--- src/hdl/startup_cfg.svh ---
// Purpose: constants of the startup strap and host control block
// Assumes: 32-bit APB data, 12-bit byte address
// Notes:   offsets, field positions, reset values, timing figures
`ifndef STARTUP_CFG_SVH
`define STARTUP_CFG_SVH

// register byte offsets
`define ADDR_CTRL        12'h000
`define ADDR_STATUS      12'h004
`define ADDR_PINMAP      12'h008

// control register fields
`define CTRL_BRIDGE_BIT  0
`define CTRL_DSR_LSB     1
`define CTRL_DSR_MSB     3
`define CTRL_IND_LSB     4
`define CTRL_IND_MSB     5
`define CTRL_RESET       6'h00

// status register fields
`define STAT_BOOT_BIT    0
`define STAT_URST_BIT    1
`define STAT_FRST_BIT    2
`define STAT_CONN_BIT    3
`define STAT_UEN_BIT     4
`define STAT_SLEEP_BIT   5
`define STAT_PEND_BIT    6
`define STAT_LINK_BIT    7
`define STAT_IND_BIT     8

// secondary uart pin map: four 6-bit pin numbers rxd, txd, cts, rts
`define PINMAP_RESET     24'h000000

// timing: hold time in seconds, clock rate in hertz
`define HOLD_TIME_S      10
`define CLK_FREQ_HZ      10000000
// cycles that the strap sequencer waits after a release before it samples the switches
`define SETTLE_CYCLES    2'h3

`endif

--- src/hdl/startup_pkg.sv ---
// Purpose: types of the startup strap and host control block
// Assumes: nothing beyond the cfg header
// Notes:   codes of the enums count up from zero in declaration order
package startup_pkg;

    // function of the mode-control input
    typedef enum logic [2:0] {
        DSR_NONE,
        DSR_CMD_MODE,
        DSR_DISCONNECT,
        DSR_UART_GATE,
        DSR_SLEEP
    } dsr_func_t;

    // condition shown on the state indication output
    typedef enum logic [1:0] {
        IND_SYS_MODE,
        IND_SPS_PEERS,
        IND_BONDED,
        IND_GAP
    } ind_sel_t;

    // startup strap sequencer states
    typedef enum logic [1:0] {
        ST_SETTLE,
        ST_NORMAL,
        ST_BOOT_HOLD,
        ST_BOOT
    } strap_state_t;

endpackage

--- src/hdl/strap_if.sv ---
// Purpose: carrier between the top block and the strap sequencer
// Assumes: one clock domain
// Notes:   switch levels arrive already synchronised
`timescale 1ns/1ns
`default_nettype none
interface strap_if;
    logic sw1_n;
    logic sw2_n;
    logic restart;
    logic boot_mode;
    logic uart_restore;
    logic factory_restore;
    logic connect_req;
    logic in_normal;

    modport ctrl (output sw1_n, sw2_n, restart,
                  input  boot_mode, uart_restore, factory_restore,
                         connect_req, in_normal);
    modport strap (input  sw1_n, sw2_n, restart,
                   output boot_mode, uart_restore, factory_restore,
                          connect_req, in_normal);
endinterface
`default_nettype wire

--- src/hdl/startup_ctrl.sv ---
// Purpose: startup straps, reset pin, host control lines and uart bridge
// Assumes: APB slave with one wait state, pins synchronised on pclk
// Notes:   every top output comes from a flip-flop
`timescale 1ns/1ns
`default_nettype none
`include "startup_cfg.svh"
module startup_ctrl
    import startup_pkg::*;
#(
    parameter int unsigned HOLD_CYCLES = `HOLD_TIME_S * `CLK_FREQ_HZ
)
(
    // clock and reset
    input  wire logic        pclk,
    input  wire logic        presetn,
    // apb slave
    input  wire logic [11:0] paddr,
    input  wire logic        psel,
    input  wire logic        penable,
    input  wire logic        pwrite,
    input  wire logic [31:0] pwdata,
    output var  logic [31:0] prdata,
    output var  logic        pready,
    output var  logic        pslverr,
    // control pins
    input  wire logic        rst_pin_n,
    input  wire logic        switch1_n,
    input  wire logic        switch2_n,
    input  wire logic        mode_ctl_n,
    output var  logic        state_ind_n,
    // primary uart pins
    input  wire logic        prim_rxd,
    output var  logic        prim_txd,
    input  wire logic        prim_cts_n,
    output var  logic        prim_rts_n,
    // secondary uart pins and routing
    input  wire logic        sec_rxd,
    output var  logic        sec_txd,
    input  wire logic        sec_cts_n,
    output var  logic        sec_rts_n,
    output var  logic [23:0] sec_pin_sel,
    // internal uart side
    input  wire logic        core_txd,
    input  wire logic        core_rts_n,
    output var  logic        core_rxd,
    output var  logic        core_cts_n,
    // link status from the radio stack
    input  wire logic        data_mode,
    input  wire logic        sps_pending,
    input  wire logic        sps_connected,
    input  wire logic        bonded_connected,
    input  wire logic        gap_connected,
    // system requests
    output var  logic        sys_rst_n,
    output var  logic        boot_mode,
    output var  logic        uart_restore,
    output var  logic        factory_restore,
    output var  logic        connect_req,
    output var  logic        cmd_mode_req,
    output var  logic        disconnect_req,
    output var  logic        connectable,
    output var  logic        uart_en,
    output var  logic        sleep_req
);
    import startup_pkg::*;

    localparam int IX_RST = 0;
    localparam int IX_SW1 = 1;
    localparam int IX_SW2 = 2;
    localparam int IX_DSR = 3;
    localparam int IX_PRX = 4;
    localparam int IX_PCT = 5;
    localparam int IX_SRX = 6;
    localparam int IX_SCT = 7;

    logic [7:0]  sync1_r;
    logic [7:0]  sync2_r;
    logic [5:0]  ctrl_r;
    logic [23:0] pinmap_r;
    logic        urst_seen_r;
    logic        frst_seen_r;
    logic        dsr_prev_r;
    logic [31:0] rd_val;
    logic [31:0] status_val;
    logic        rd_hit;
    logic        acc_first;
    logic        wr_take;
    logic        dsr_on;
    logic        dsr_edge;
    logic        bridge;
    logic        ind_src;
    dsr_func_t   dsr_func;
    ind_sel_t    ind_sel;

    strap_if sif ();

    strap_hold #(.HOLD_CYCLES(HOLD_CYCLES)) u_strap (
        .pclk    (pclk),
        .presetn (presetn),
        .sif     (sif.strap)
    );

    // pick the condition shown on the state output
    function automatic logic ind_pick(input ind_sel_t sel,
                                      input logic mode,
                                      input logic serial_port_emulation_service,
                                      input logic bonded,
                                      input logic gap);
        case (sel)
            IND_SYS_MODE:  ind_pick = mode;
            IND_SPS_PEERS: ind_pick = serial_port_emulation_service;
            IND_BONDED:    ind_pick = bonded;
            default:       ind_pick = gap;
        endcase
    endfunction

    // two-stage synchroniser for every pin input, idle high
    always_ff @(posedge pclk or negedge presetn)
    begin
        if (!presetn)
        begin
            sync1_r <= 8'hFF;
            sync2_r <= 8'hFF;
        end
        else
        begin
            sync1_r <= {sec_cts_n, sec_rxd, prim_cts_n, prim_rxd,
                        mode_ctl_n, switch2_n, switch1_n, rst_pin_n};
            sync2_r <= sync1_r;
        end
    end

    // feed the strap sequencer
    assign sif.sw1_n   = sync2_r[IX_SW1];
    assign sif.sw2_n   = sync2_r[IX_SW2];
    assign sif.restart = !sync2_r[IX_RST];
    assign boot_mode       = sif.boot_mode;
    assign uart_restore    = sif.uart_restore;
    assign factory_restore = sif.factory_restore;
    assign connect_req     = sif.connect_req;

    assign dsr_func = dsr_func_t'(ctrl_r[`CTRL_DSR_MSB:`CTRL_DSR_LSB]);
    assign ind_sel  = ind_sel_t'(ctrl_r[`CTRL_IND_MSB:`CTRL_IND_LSB]);
    assign bridge   = ctrl_r[`CTRL_BRIDGE_BIT];
    assign dsr_on   = !sync2_r[IX_DSR];
    assign dsr_edge = dsr_on && !dsr_prev_r;
    assign ind_src  = ind_pick(ind_sel, data_mode, sps_connected,
                               bonded_connected, gap_connected);

    // apb strobes: first access cycle builds the answer, next one takes it
    assign acc_first = psel && penable && !pready;
    assign wr_take   = psel && penable && pready && pwrite;

    // status view; link state is the emulated serial service only
    always_comb
    begin
        status_val                   = 32'h0;
        status_val[`STAT_BOOT_BIT]   = sif.boot_mode;
        status_val[`STAT_URST_BIT]   = urst_seen_r;
        status_val[`STAT_FRST_BIT]   = frst_seen_r;
        status_val[`STAT_CONN_BIT]   = connectable;
        status_val[`STAT_UEN_BIT]    = uart_en;
        status_val[`STAT_SLEEP_BIT]  = sleep_req;
        status_val[`STAT_PEND_BIT]   = sps_pending;
        status_val[`STAT_LINK_BIT]   = sps_connected;
        status_val[`STAT_IND_BIT]    = !state_ind_n;
    end

    // read decode
    always_comb
    begin
        rd_val = 32'h0;
        rd_hit = 1'b1;
        if (paddr == `ADDR_CTRL)
            rd_val = {26'h0, ctrl_r};
        else if (paddr == `ADDR_STATUS)
            rd_val = status_val;
        else if (paddr == `ADDR_PINMAP)
            rd_val = {8'h00, pinmap_r};
        else
            rd_hit = 1'b0;
    end

    // apb answer: one wait state, error on unmapped address
    always_ff @(posedge pclk or negedge presetn)
    begin
        if (!presetn)
        begin
            pready  <= 1'b0;
            prdata  <= 32'h0;
            pslverr <= 1'b0;
        end
        else
        begin
            pready <= acc_first;
            if (acc_first)
            begin
                prdata  <= pwrite ? 32'h0 : rd_val;
                pslverr <= !rd_hit;
            end
        end
    end

    // writable registers, cleared again by the reset pin
    always_ff @(posedge pclk or negedge presetn)
    begin
        if (!presetn)
        begin
            ctrl_r   <= `CTRL_RESET;
            pinmap_r <= `PINMAP_RESET;
        end
        else if (sif.restart)
        begin
            ctrl_r   <= `CTRL_RESET;
            pinmap_r <= `PINMAP_RESET;
        end
        else if (wr_take && paddr == `ADDR_CTRL)
            ctrl_r <= pwdata[5:0];
        else if (wr_take && paddr == `ADDR_PINMAP)
            pinmap_r <= pwdata[23:0];
    end

    // sticky restore flags, write one to clear, a new event wins
    always_ff @(posedge pclk or negedge presetn)
    begin
        if (!presetn)
        begin
            urst_seen_r <= 1'b0;
            frst_seen_r <= 1'b0;
        end
        else
        begin
            if (sif.uart_restore)
                urst_seen_r <= 1'b1;
            else if (wr_take && paddr == `ADDR_STATUS
                     && pwdata[`STAT_URST_BIT])
                urst_seen_r <= 1'b0;
            if (sif.factory_restore)
                frst_seen_r <= 1'b1;
            else if (wr_take && paddr == `ADDR_STATUS
                     && pwdata[`STAT_FRST_BIT])
                frst_seen_r <= 1'b0;
        end
    end

    // mode-control line as configured command input
    always_ff @(posedge pclk or negedge presetn)
    begin
        if (!presetn)
        begin
            dsr_prev_r     <= 1'b0;
            cmd_mode_req   <= 1'b0;
            disconnect_req <= 1'b0;
            connectable    <= 1'b1;
            uart_en        <= 1'b1;
            sleep_req      <= 1'b0;
        end
        else
        begin
            dsr_prev_r     <= dsr_on;
            cmd_mode_req   <= dsr_edge && dsr_func == DSR_CMD_MODE;
            disconnect_req <= dsr_edge && dsr_func == DSR_DISCONNECT;
            if (sif.restart)
                connectable <= 1'b1;
            else if (dsr_edge && dsr_func == DSR_DISCONNECT)
                connectable <= !connectable;
            uart_en   <= (dsr_func == DSR_UART_GATE) ? dsr_on : 1'b1;
            sleep_req <= (dsr_func == DSR_SLEEP) && dsr_on;
        end
    end

    // state indication output, active low
    always_ff @(posedge pclk or negedge presetn)
    begin
        if (!presetn)
        begin
            state_ind_n <= 1'b1;
            sys_rst_n   <= 1'b0;
        end
        else
        begin
            state_ind_n <= !ind_src;
            sys_rst_n   <= sync2_r[IX_RST];
        end
    end

    // uart paths: fixed primary pins, bridge to the secondary uart
    always_ff @(posedge pclk or negedge presetn)
    begin
        if (!presetn)
        begin
            prim_txd    <= 1'b1;
            prim_rts_n  <= 1'b1;
            sec_txd     <= 1'b1;
            sec_rts_n   <= 1'b1;
            core_rxd    <= 1'b1;
            core_cts_n  <= 1'b1;
            sec_pin_sel <= `PINMAP_RESET;
        end
        else
        begin
            sec_pin_sel <= pinmap_r;
            if (!uart_en)
            begin
                prim_txd   <= 1'b1;
                prim_rts_n <= 1'b1;
                sec_txd    <= 1'b1;
                sec_rts_n  <= 1'b1;
                core_rxd   <= 1'b1;
                core_cts_n <= 1'b1;
            end
            else if (bridge)
            begin
                sec_txd    <= sync2_r[IX_PRX];
                prim_txd   <= sync2_r[IX_SRX];
                sec_rts_n  <= sync2_r[IX_PCT];
                prim_rts_n <= sync2_r[IX_SCT];
                core_rxd   <= 1'b1;
                core_cts_n <= 1'b1;
            end
            else
            begin
                prim_txd   <= core_txd;
                prim_rts_n <= core_rts_n;
                core_rxd   <= sync2_r[IX_PRX];
                core_cts_n <= sync2_r[IX_PCT];
                sec_txd    <= 1'b1;
                sec_rts_n  <= 1'b1;
            end
        end
    end
endmodule
`default_nettype wire

--- src/hdl/strap_hold.sv ---
// Purpose: samples the two switches at startup and times the long hold
// Assumes: switch levels synchronised, restart high while reset pin low
// Notes:   outputs registered except in_normal, decoded from the state
`timescale 1ns/1ns
`default_nettype none
`include "startup_cfg.svh"
module strap_hold
    import startup_pkg::*;
#(
    parameter int unsigned HOLD_CYCLES = `HOLD_TIME_S * `CLK_FREQ_HZ
)
(
    // clock and reset
    input  wire logic pclk,
    input  wire logic presetn,
    // link to the top block
    strap_if.strap    sif
);
    import startup_pkg::*;

    strap_state_t state_r;
    logic [1:0]   settle_r;
    logic [31:0]  hold_cnt_r;
    logic         sw2_prev_r;
    logic         both_low;

    assign both_low = !sif.sw1_n && !sif.sw2_n;

    // strap sequencer: sample once, then hold timer or normal run
    always_ff @(posedge pclk or negedge presetn)
    begin
        if (!presetn)
        begin
            state_r              <= ST_SETTLE;
            settle_r             <= 2'h0;
            hold_cnt_r           <= 32'h0;
            sw2_prev_r           <= 1'b1;
            sif.boot_mode        <= 1'b0;
            sif.uart_restore     <= 1'b0;
            sif.factory_restore  <= 1'b0;
            sif.connect_req      <= 1'b0;
        end
        else
        begin
            sif.uart_restore    <= 1'b0;
            sif.factory_restore <= 1'b0;
            sif.connect_req     <= 1'b0;
            sw2_prev_r          <= sif.sw2_n;
            if (sif.restart)
            begin
                state_r       <= ST_SETTLE;
                settle_r      <= 2'h0;
                sif.boot_mode <= 1'b0;
            end
            else
            begin
                case (state_r)
                    ST_SETTLE:
                    begin
                        // one sample at the end of the settle time
                        if (settle_r != `SETTLE_CYCLES)
                            settle_r <= settle_r + 2'h1;
                        else if (both_low)
                        begin
                            sif.boot_mode <= 1'b1;
                            hold_cnt_r    <= 32'h0;
                            state_r       <= ST_BOOT_HOLD;
                        end
                        else
                        begin
                            sif.uart_restore <= !sif.sw2_n;
                            state_r          <= ST_NORMAL;
                        end
                    end
                    ST_BOOT_HOLD:
                    begin
                        if (!both_low)
                            state_r <= ST_BOOT;
                        else if (hold_cnt_r == HOLD_CYCLES - 1)
                        begin
                            sif.factory_restore <= 1'b1;
                            sif.boot_mode       <= 1'b0;
                            state_r             <= ST_NORMAL;
                        end
                        else
                            hold_cnt_r <= hold_cnt_r + 32'h1;
                    end
                    ST_NORMAL:
                    begin
                        // falling edge of switch 2 opens a link
                        sif.connect_req <= sw2_prev_r && !sif.sw2_n;
                    end
                    default:
                        state_r <= state_r; // bootloader until restart
                endcase
            end
        end
    end

    assign sif.in_normal = (state_r == ST_NORMAL);
endmodule
`default_nettype wire

--- config.mk ---
export PLATFORM = sky130hd
export DESIGN_NAME = startup_ctrl
export DESIGN_NICKNAME = d
export VERILOG_FILES = /design/src/hdl/startup_pkg.sv /design/src/hdl/strap_if.sv /design/src/hdl/startup_ctrl.sv /design/src/hdl/strap_hold.sv
export VERILOG_INCLUDE_DIRS = /design/src /design/src/hdl
export SDC_FILE = /design/constraint.sdc
export NUM_CORES = 1
export LEC_CHECK = 0
export BUFFER_PORTS_ARGS = -buffer_cell sky130_fd_sc_hd__buf_4
export CORE_ASPECT_RATIO = 1.1
export CORE_MARGIN = 2
export CORE_UTILIZATION = 58
export DETAILED_ROUTE_END_ITERATION = 7
export HOLD_SLACK_MARGIN = 0.02
export PLACE_DENSITY = 0.83
export SLEW_MARGIN = 15
export SYNTH_ARGS = -nofsm -noshare
export SYNTH_HDL_FRONTEND = slang
export SYNTH_SLANG_ARGS = --single-unit
export TNS_END_PERCENT = 30
--- constraint.sdc ---
create_clock -name pclk -period 6.8 [get_ports pclk]
set_input_delay 0.68 -clock pclk [delete_from_list [all_inputs] [get_ports pclk]]
set_output_delay 0.68 -clock pclk [all_outputs]
set_load 0.005 [all_outputs]
Word-level counts from Yosys, hierarchy flattened
Index checks and enable logic that the tools add are counted.
{ "word_totals": {"wordCells": 159, "mem_bits_rw": 0, "latch_bits": 0, "register_bits": 161, "output_inout_bits": 75, "n_memories": 0, "romBits": 0} }
{ "classes": {"muxes": 62, "mul": 0, "div": 0, "magnitude_cmp": 0, "eq_ne": 28, "add_sub_neg": 2, "n_reduce_logical": 35, "n_bitwise": 0, "shifts": 0} }
{ "ops": {"columns": ["operator", "count"], "rows": [
  ["32-bit two-way mux", 5],
  ["24-bit two-way mux", 6],
  ["32-bit case mux with 2 select lines", 1],
  ["1-bit two-way mux", 37],
  ["32-bit by 1-bit adder with 32-bit output (second input constant)", 1],
  ["32-bit by 27-bit == test with 1-bit output (second input constant)", 1],
  ["2-bit two-way mux", 8],
  ["1-bit logical AND", 15],
  ["2-bit by 1-bit != test with 1-bit output (second input constant)", 7],
  ["12-bit by 3-bit == test with 1-bit output (second input constant)", 1],
  ["12-bit by 4-bit == test with 1-bit output (second input constant)", 1],
  ["12-bit zero test", 1],
  ["6-bit two-way mux", 2],
  ["1-bit zero test", 9],
  ["3-bit by 2-bit != test with 1-bit output (second input constant)", 3],
  ["2-bit != test (second input constant)", 4],
  ["3-bit by 2-bit == test with 1-bit output (second input constant)", 2],
  ["6-bit AND reduction", 1],
  ["2-bit nonzero test", 3],
  ["5-bit AND reduction", 1],
  ["2-bit by 1-bit == test with 1-bit output (second input constant)", 2],
  ["2-bit == test (second input constant)", 2],
  ["2-bit zero test", 2],
  ["4-bit != test (second input constant)", 1],
  ["other kinds (10)", 11]
]} }

Logic depth before layout (Yosys ltp)
{ "depth": {"word_depth": 7, "depth_mapped": 11, "depth_no_buf": 9} }

Modules after synthesis
From an unflattened synthesis, not the netlist that was laid out.
{ "hier_totals": {"cells_unflattened": 597, "hier_area_um2": 6662.6} }
{ "modules_own_cells": {"columns": ["module", "cells_per_inst", "instances", "area_each_um2"], "rows": [
  ["startup_ctrl", 332, 1, 4264.1],
  ["strap_hold", 265, 1, 2398.6]
]} }

Worst setup path before layout
No wires, ideal clock.
{ "synth_path": {"path_kind": "register -> register", "startpoint": "register u_strap.state_r[1]", "endpoint": "register u_strap.hold_cnt_r[24]", "path_buffers": 3, "slack_ns": 4.342, "arrival_time_ns": 2.326, "setup_ns": 0.132, "stages_incl_launch_ff": 12, "cell_sequence": "dfrtp_1 > clkbuf_1 > nand2_1 > clkinv_1 > ha_1 > nor3b_1 > o21a_1 > clkbuf_1 > clkbuf_1 > nand4_1 > xor2_1 > nor2_1"} }
{ "synth_between": {"elab_chain_len": 3, "elab_cells_between_ends": 9, "classes_between": "5 x eq/ne; 1 x mux; 3 x reduce/logical"} }
{ "synth_rtl": {"columns": ["item", "line_no", "rtl"], "rows": [
  ["start, declared", "strap_hold.sv:21", "strap_state_t state_r;"],
  ["start signal, assigned", "strap_hold.sv:94", "state_r <= state_r;"],
  ["2-bit == test or 2-bit zero test (tied branches)", "strap_hold.sv:57", "case (state_r)"],
  ["2-bit by 1-bit != test with 1-bit output (no source line), or another cell as far along", null, null],
  ["6-bit AND reduction (no source line)", null, null],
  ["end signal, assigned", "strap_hold.sv:86", "hold_cnt_r <= hold_cnt_r + 32'h1;"],
  ["end, declared", "strap_hold.sv:23", "logic [31:0] hold_cnt_r;"]
]} }
Parallel ways exist; a longest one is shown, timed or not.
A chain may end at the register's enable or synchronous reset.

Worst setup path in the final report
{ "layout_path": {"startpoint": "register u_strap.state_r[0]", "endpoint": "register u_strap.hold_cnt_r[31]"} }
The elaborated chain is that of the path after synthesis.

==> results.json <==
{
  "status": "completed",
  "fin_skew_ps": 6.36,
  "ys_types": 56,
  "path_max_fanout": 20,
  "area_growth_pct": 24.3,
  "io_pins": 139,
  "synth.avg_cell_area_um2": 11.6,
  "max_slew.worst_pin.slew_ps": 1120,
  "arrival_ps": 4140,
  "grtUsageTotal_pct": 26.8,
  "port_buffers": 122,
  "crit_top_cell": "nand2_1",
  "crit_path_max_incr_delay_ps": 670,
  "die_area_mm2": 0.0120,
  "ys_async_sr_fraction_pct": 100,
  "required_ps": 7160,
  "core-area_mm2": 0.0109,
  "hp-class": "reg2reg",
  "grt_start_max_net_pins": 104,
  "ant_nets": 0,
  "ir_worst_vdd_mv": 0.161,
  "cts_resized": 0,
  "start_util_pct": 59.4,
  "synth_edf_count": 0,
  "fmax_ghz": 0.264,
  "finalCriticalPeriod_ps": 3780,
  "cap_violations": 0,
  "antenna_found_initial": 0,
  "p_leak_uw": 0.00370,
  "die_y_um": 115,
  "yosys_warnings": 0,
  "dr.pass1.iters": 5,
  "pre_cts_ws_ps": 3110,
  "crit_slowest_cell": "o21a_1",
  "gp_congestion": 0.868,
  "worstHoldPathCells": 0,
  "r2r_cells": 9,
  "fillers": 733,
  "grt_setup_unrepaired": "no",
  "fin_ws_ps": 3020,
  "ys_seq_elements": 153,
  "grt_util_met2_pct": 45.8,
  "p_sw_uw": 454,
  "cp-end-kind": "flip-flop",
  "worst-setup-path-type": "reg2reg",
  "post-route-period-util_pct": 55.6,
  "path_cells": "inv_1 -> nand2_1 -> clkinv_1 -> ha_1 -> nor3b_1 -> o21a_1 -> nand2_1 -> or4_1 -> nand3_1",
  "antenna_cells": 0,
  "grt_pass1_vias": 4965,
  "cts_tree": "done",
  "hold_viol": 0,
  "final_util_pct": 73.8,
  "use_met3_pct": 5.86,
  "rows": 40,
  "viasPerCell": 5.95,
  "grt_pass1_wl_mm": 25.1,
  "startpoint_type": "flip-flop",
  "internal_power_uw": 1550,
  "place.detailed.hpwl_mm": 10.3,
  "final_max_slew_viol_count": 0,
  "wirelength_mm": 15.3,
  "ys_seq_area_share_pct": 59.9,
  "fin_setup_tns_ps": 0,
  "clock_path_buffers": 2,
  "clockRootBuffer": "clkbuf_16",
  "powerDensity_mw_per_mm2": 250,
  "drtIter0Drc": 404,
  "top_usage_layer": "met2",
  "crit_family": "simple AND/OR/NAND/NOR gates",
  "clk_pin_slew_worst_paths_ps": 60,
  "cts_setup_buffers": 0,
  "vias": 4969,
  "gr-usage-met1_pct": 33.9,
  "clock_latency_ps": 420,
  "overflow": 0,
  "seqPwrFrac_pct": 47.5,
  "p_comb_share_pct": 5.7,
  "drc": 0,
  "cp.buffers_inverters": 2,
  "synthCells": 556,
  "final-setup-viol-count": 0,
  "clock-sinks": 153,
  "p_clk_share_pct": 46.8,
  "worst-path-stages": 9,
  "hold_buffers": 0,
  "cts_htree_levels": 4,
  "layout-drive-gt1-share_pct": 28.6,
  "slew-limit-headroom_pct": 25.3,
  "avgRoutedWirePerCell_um": 18.4,
  "p_sw_share_pct": 22.7,
  "die_w_um": 105,
  "layout.nets": 743,
  "netlist_area_mm2": 0.00645,
  "synth_ff_type": "dfrtp_1",
  "cts_buffers": 17
}
[power groups by stage]
stage               clock network (uW)  registers, uW  logic [uW]
CTS                                943            949         114
global placement                     0            964         106
global route                       984            951         125
detailed placement                   0            965         112
floorplan                            0            960        53.5
finish                             937            950         114
[sequential cells by signal, summed over array words and instances (netlist names), 2 cells and up]
signal / count
prdata: 24
u_strap.state_r: 2
sync2_r: 8
u_strap.hold_cnt_r: 32
u_strap.settle_r: 2
sec_pin_sel: 24
pinmap_r: 24
ctrl_r: 6
sync1_r: 8
[placed cells by master (no fill, tap or decap), types with 5 or more instances in the layout]
master and instances:
buf_4 124, o21ai_0 21, inv_4 5, o221ai_1 6, a31oi_1 12, nand4_1 16, nand2_1 44, nand3_1 21
and3_1 10, a21o_1 7, dfstp_2 26, clkbuf_16 19, nor4_1 9, or4_1 8, mux2i_1 30, or3_1 8
o31ai_1 5, nor3_1 5, a22o_1 20, a21oi_1 19, dfrtp_1 127, inv_1 16, o211ai_1 5, conb_1 8
nor2b_1 31, nor2_1 20
[synth_stat cells (all sizes together) (2+ instances only)]
cell type | instances | area, um^2
a211oi | 2 | 15.0
a21boi | 3 | 22.5
a21o | 7 | 52.6
a21oi | 21 | 113
a22o | 20 | 175
a31oi | 12 | 75.1
and2 | 4 | 25.0
and3 | 10 | 62.6
and4 | 2 | 17.5
buf | 16 | 133
clkbuf | 17 | 63.8
dfrtp | 127 | 3180
dfstp | 26 | 683
ha | 4 | 50.1
inv | 16 | 60.1
mux2i | 30 | 300
nand2 | 44 | 165
nand2b | 2 | 12.5
nand3 | 21 | 105
nand3b | 4 | 30.0
nand4 | 16 | 100
nor2 | 20 | 75.1
nor2b | 31 | 194
nor3 | 8 | 55.1
nor3b | 3 | 22.5
nor4 | 11 | 98.8
o211ai | 5 | 37.5
o21a | 2 | 15.0
o21ai | 25 | 125
o221ai | 6 | 52.6
o31ai | 5 | 37.5
or3 | 8 | 50.1
or3b | 2 | 17.5
or4 | 8 | 60.1
or4b | 2 | 23.8
xnor2 | 3 | 26.3
xor2 | 2 | 17.5
[layout make-up]
type	instances	area, um^2	area share, %
clock buffers	21	493	6.15
repair buffers	126	957	11.9
well taps	147	184	2.30
multi-input cells	360	2350	29.4
clock inverters	11	101	1.26
inverters	17	63.8	0.796
flip-flops and latches	153	3860	48.2
[per-layer routing]
metal | wire length (um) | up-vias | part of all wire [%]
li1 | - | 2237 | -
met1 | 6230 | 2521 | 41
met2 | 7970 | 183 | 52
met3 | 814 | 28 | 5.3
met4 | 314 | 0 | 2.0
met5 | 0 | - | 0
[path summary, 6_finish.rpt]
kind / from / endpoint / slack (ps)
min in group asynchronous: presetn / disconnect_req / 370
worst min-delay path: sync1_r[6] / sync2_r[6] / 350
worst max-delay path: u_strap.state_r[0] / u_strap.hold_cnt_r[31] / 3020
max in group asynchronous: presetn / urst_seen_r / 5230
worst max register to register: u_strap.state_r[0] / u_strap.hold_cnt_r[31] / 3020
worst min register to register: sync1_r[6] / sync2_r[6] / 350
[worst register-to-register path: stages (launching register included)]
cell and delay, ps:
dfrtp_1 450, inv_1 110, nand2_1 510, clkinv_1 450, ha_1 330, nor3b_1 250
o21a_1 670, nand2_1 310, or4_1 560, nand3_1 90
[metrics by stage]
stage          instance area (um^2)  total power [uW]  cells  hold WS [ps]
6_report                       8010              2000    835           355
3_5_place_dp                   7400              1080    802           347
2_1_floorplan                  6470              1010    563           345
3_3_place_gp                   7400              1070    802           346
4_1_cts                        8000              2010    834           354
5_1_grt                        8010              2060    835           347
[cells by family (layout without fill, tap and decap cells)]
logic type | after synthesis | after routing | synth area share (%)
and+or+nand+nor | 200 | 200 | 17.8
DFF | 153 | 153 | 59.9
AOI/OAI and AO/OA | 112 | 112 | 11.7
buffers and inverters | 50 | 175 | 4.04
muxes | 31 | 31 | 5.01
xor gates and xnor gates | 5 | 5 | 0.679
adders and majority gates | 4 | 4 | 0.776
other | 1 | 8 | 0.0582
No activity file was read; power rests on OpenSTA's default activity.
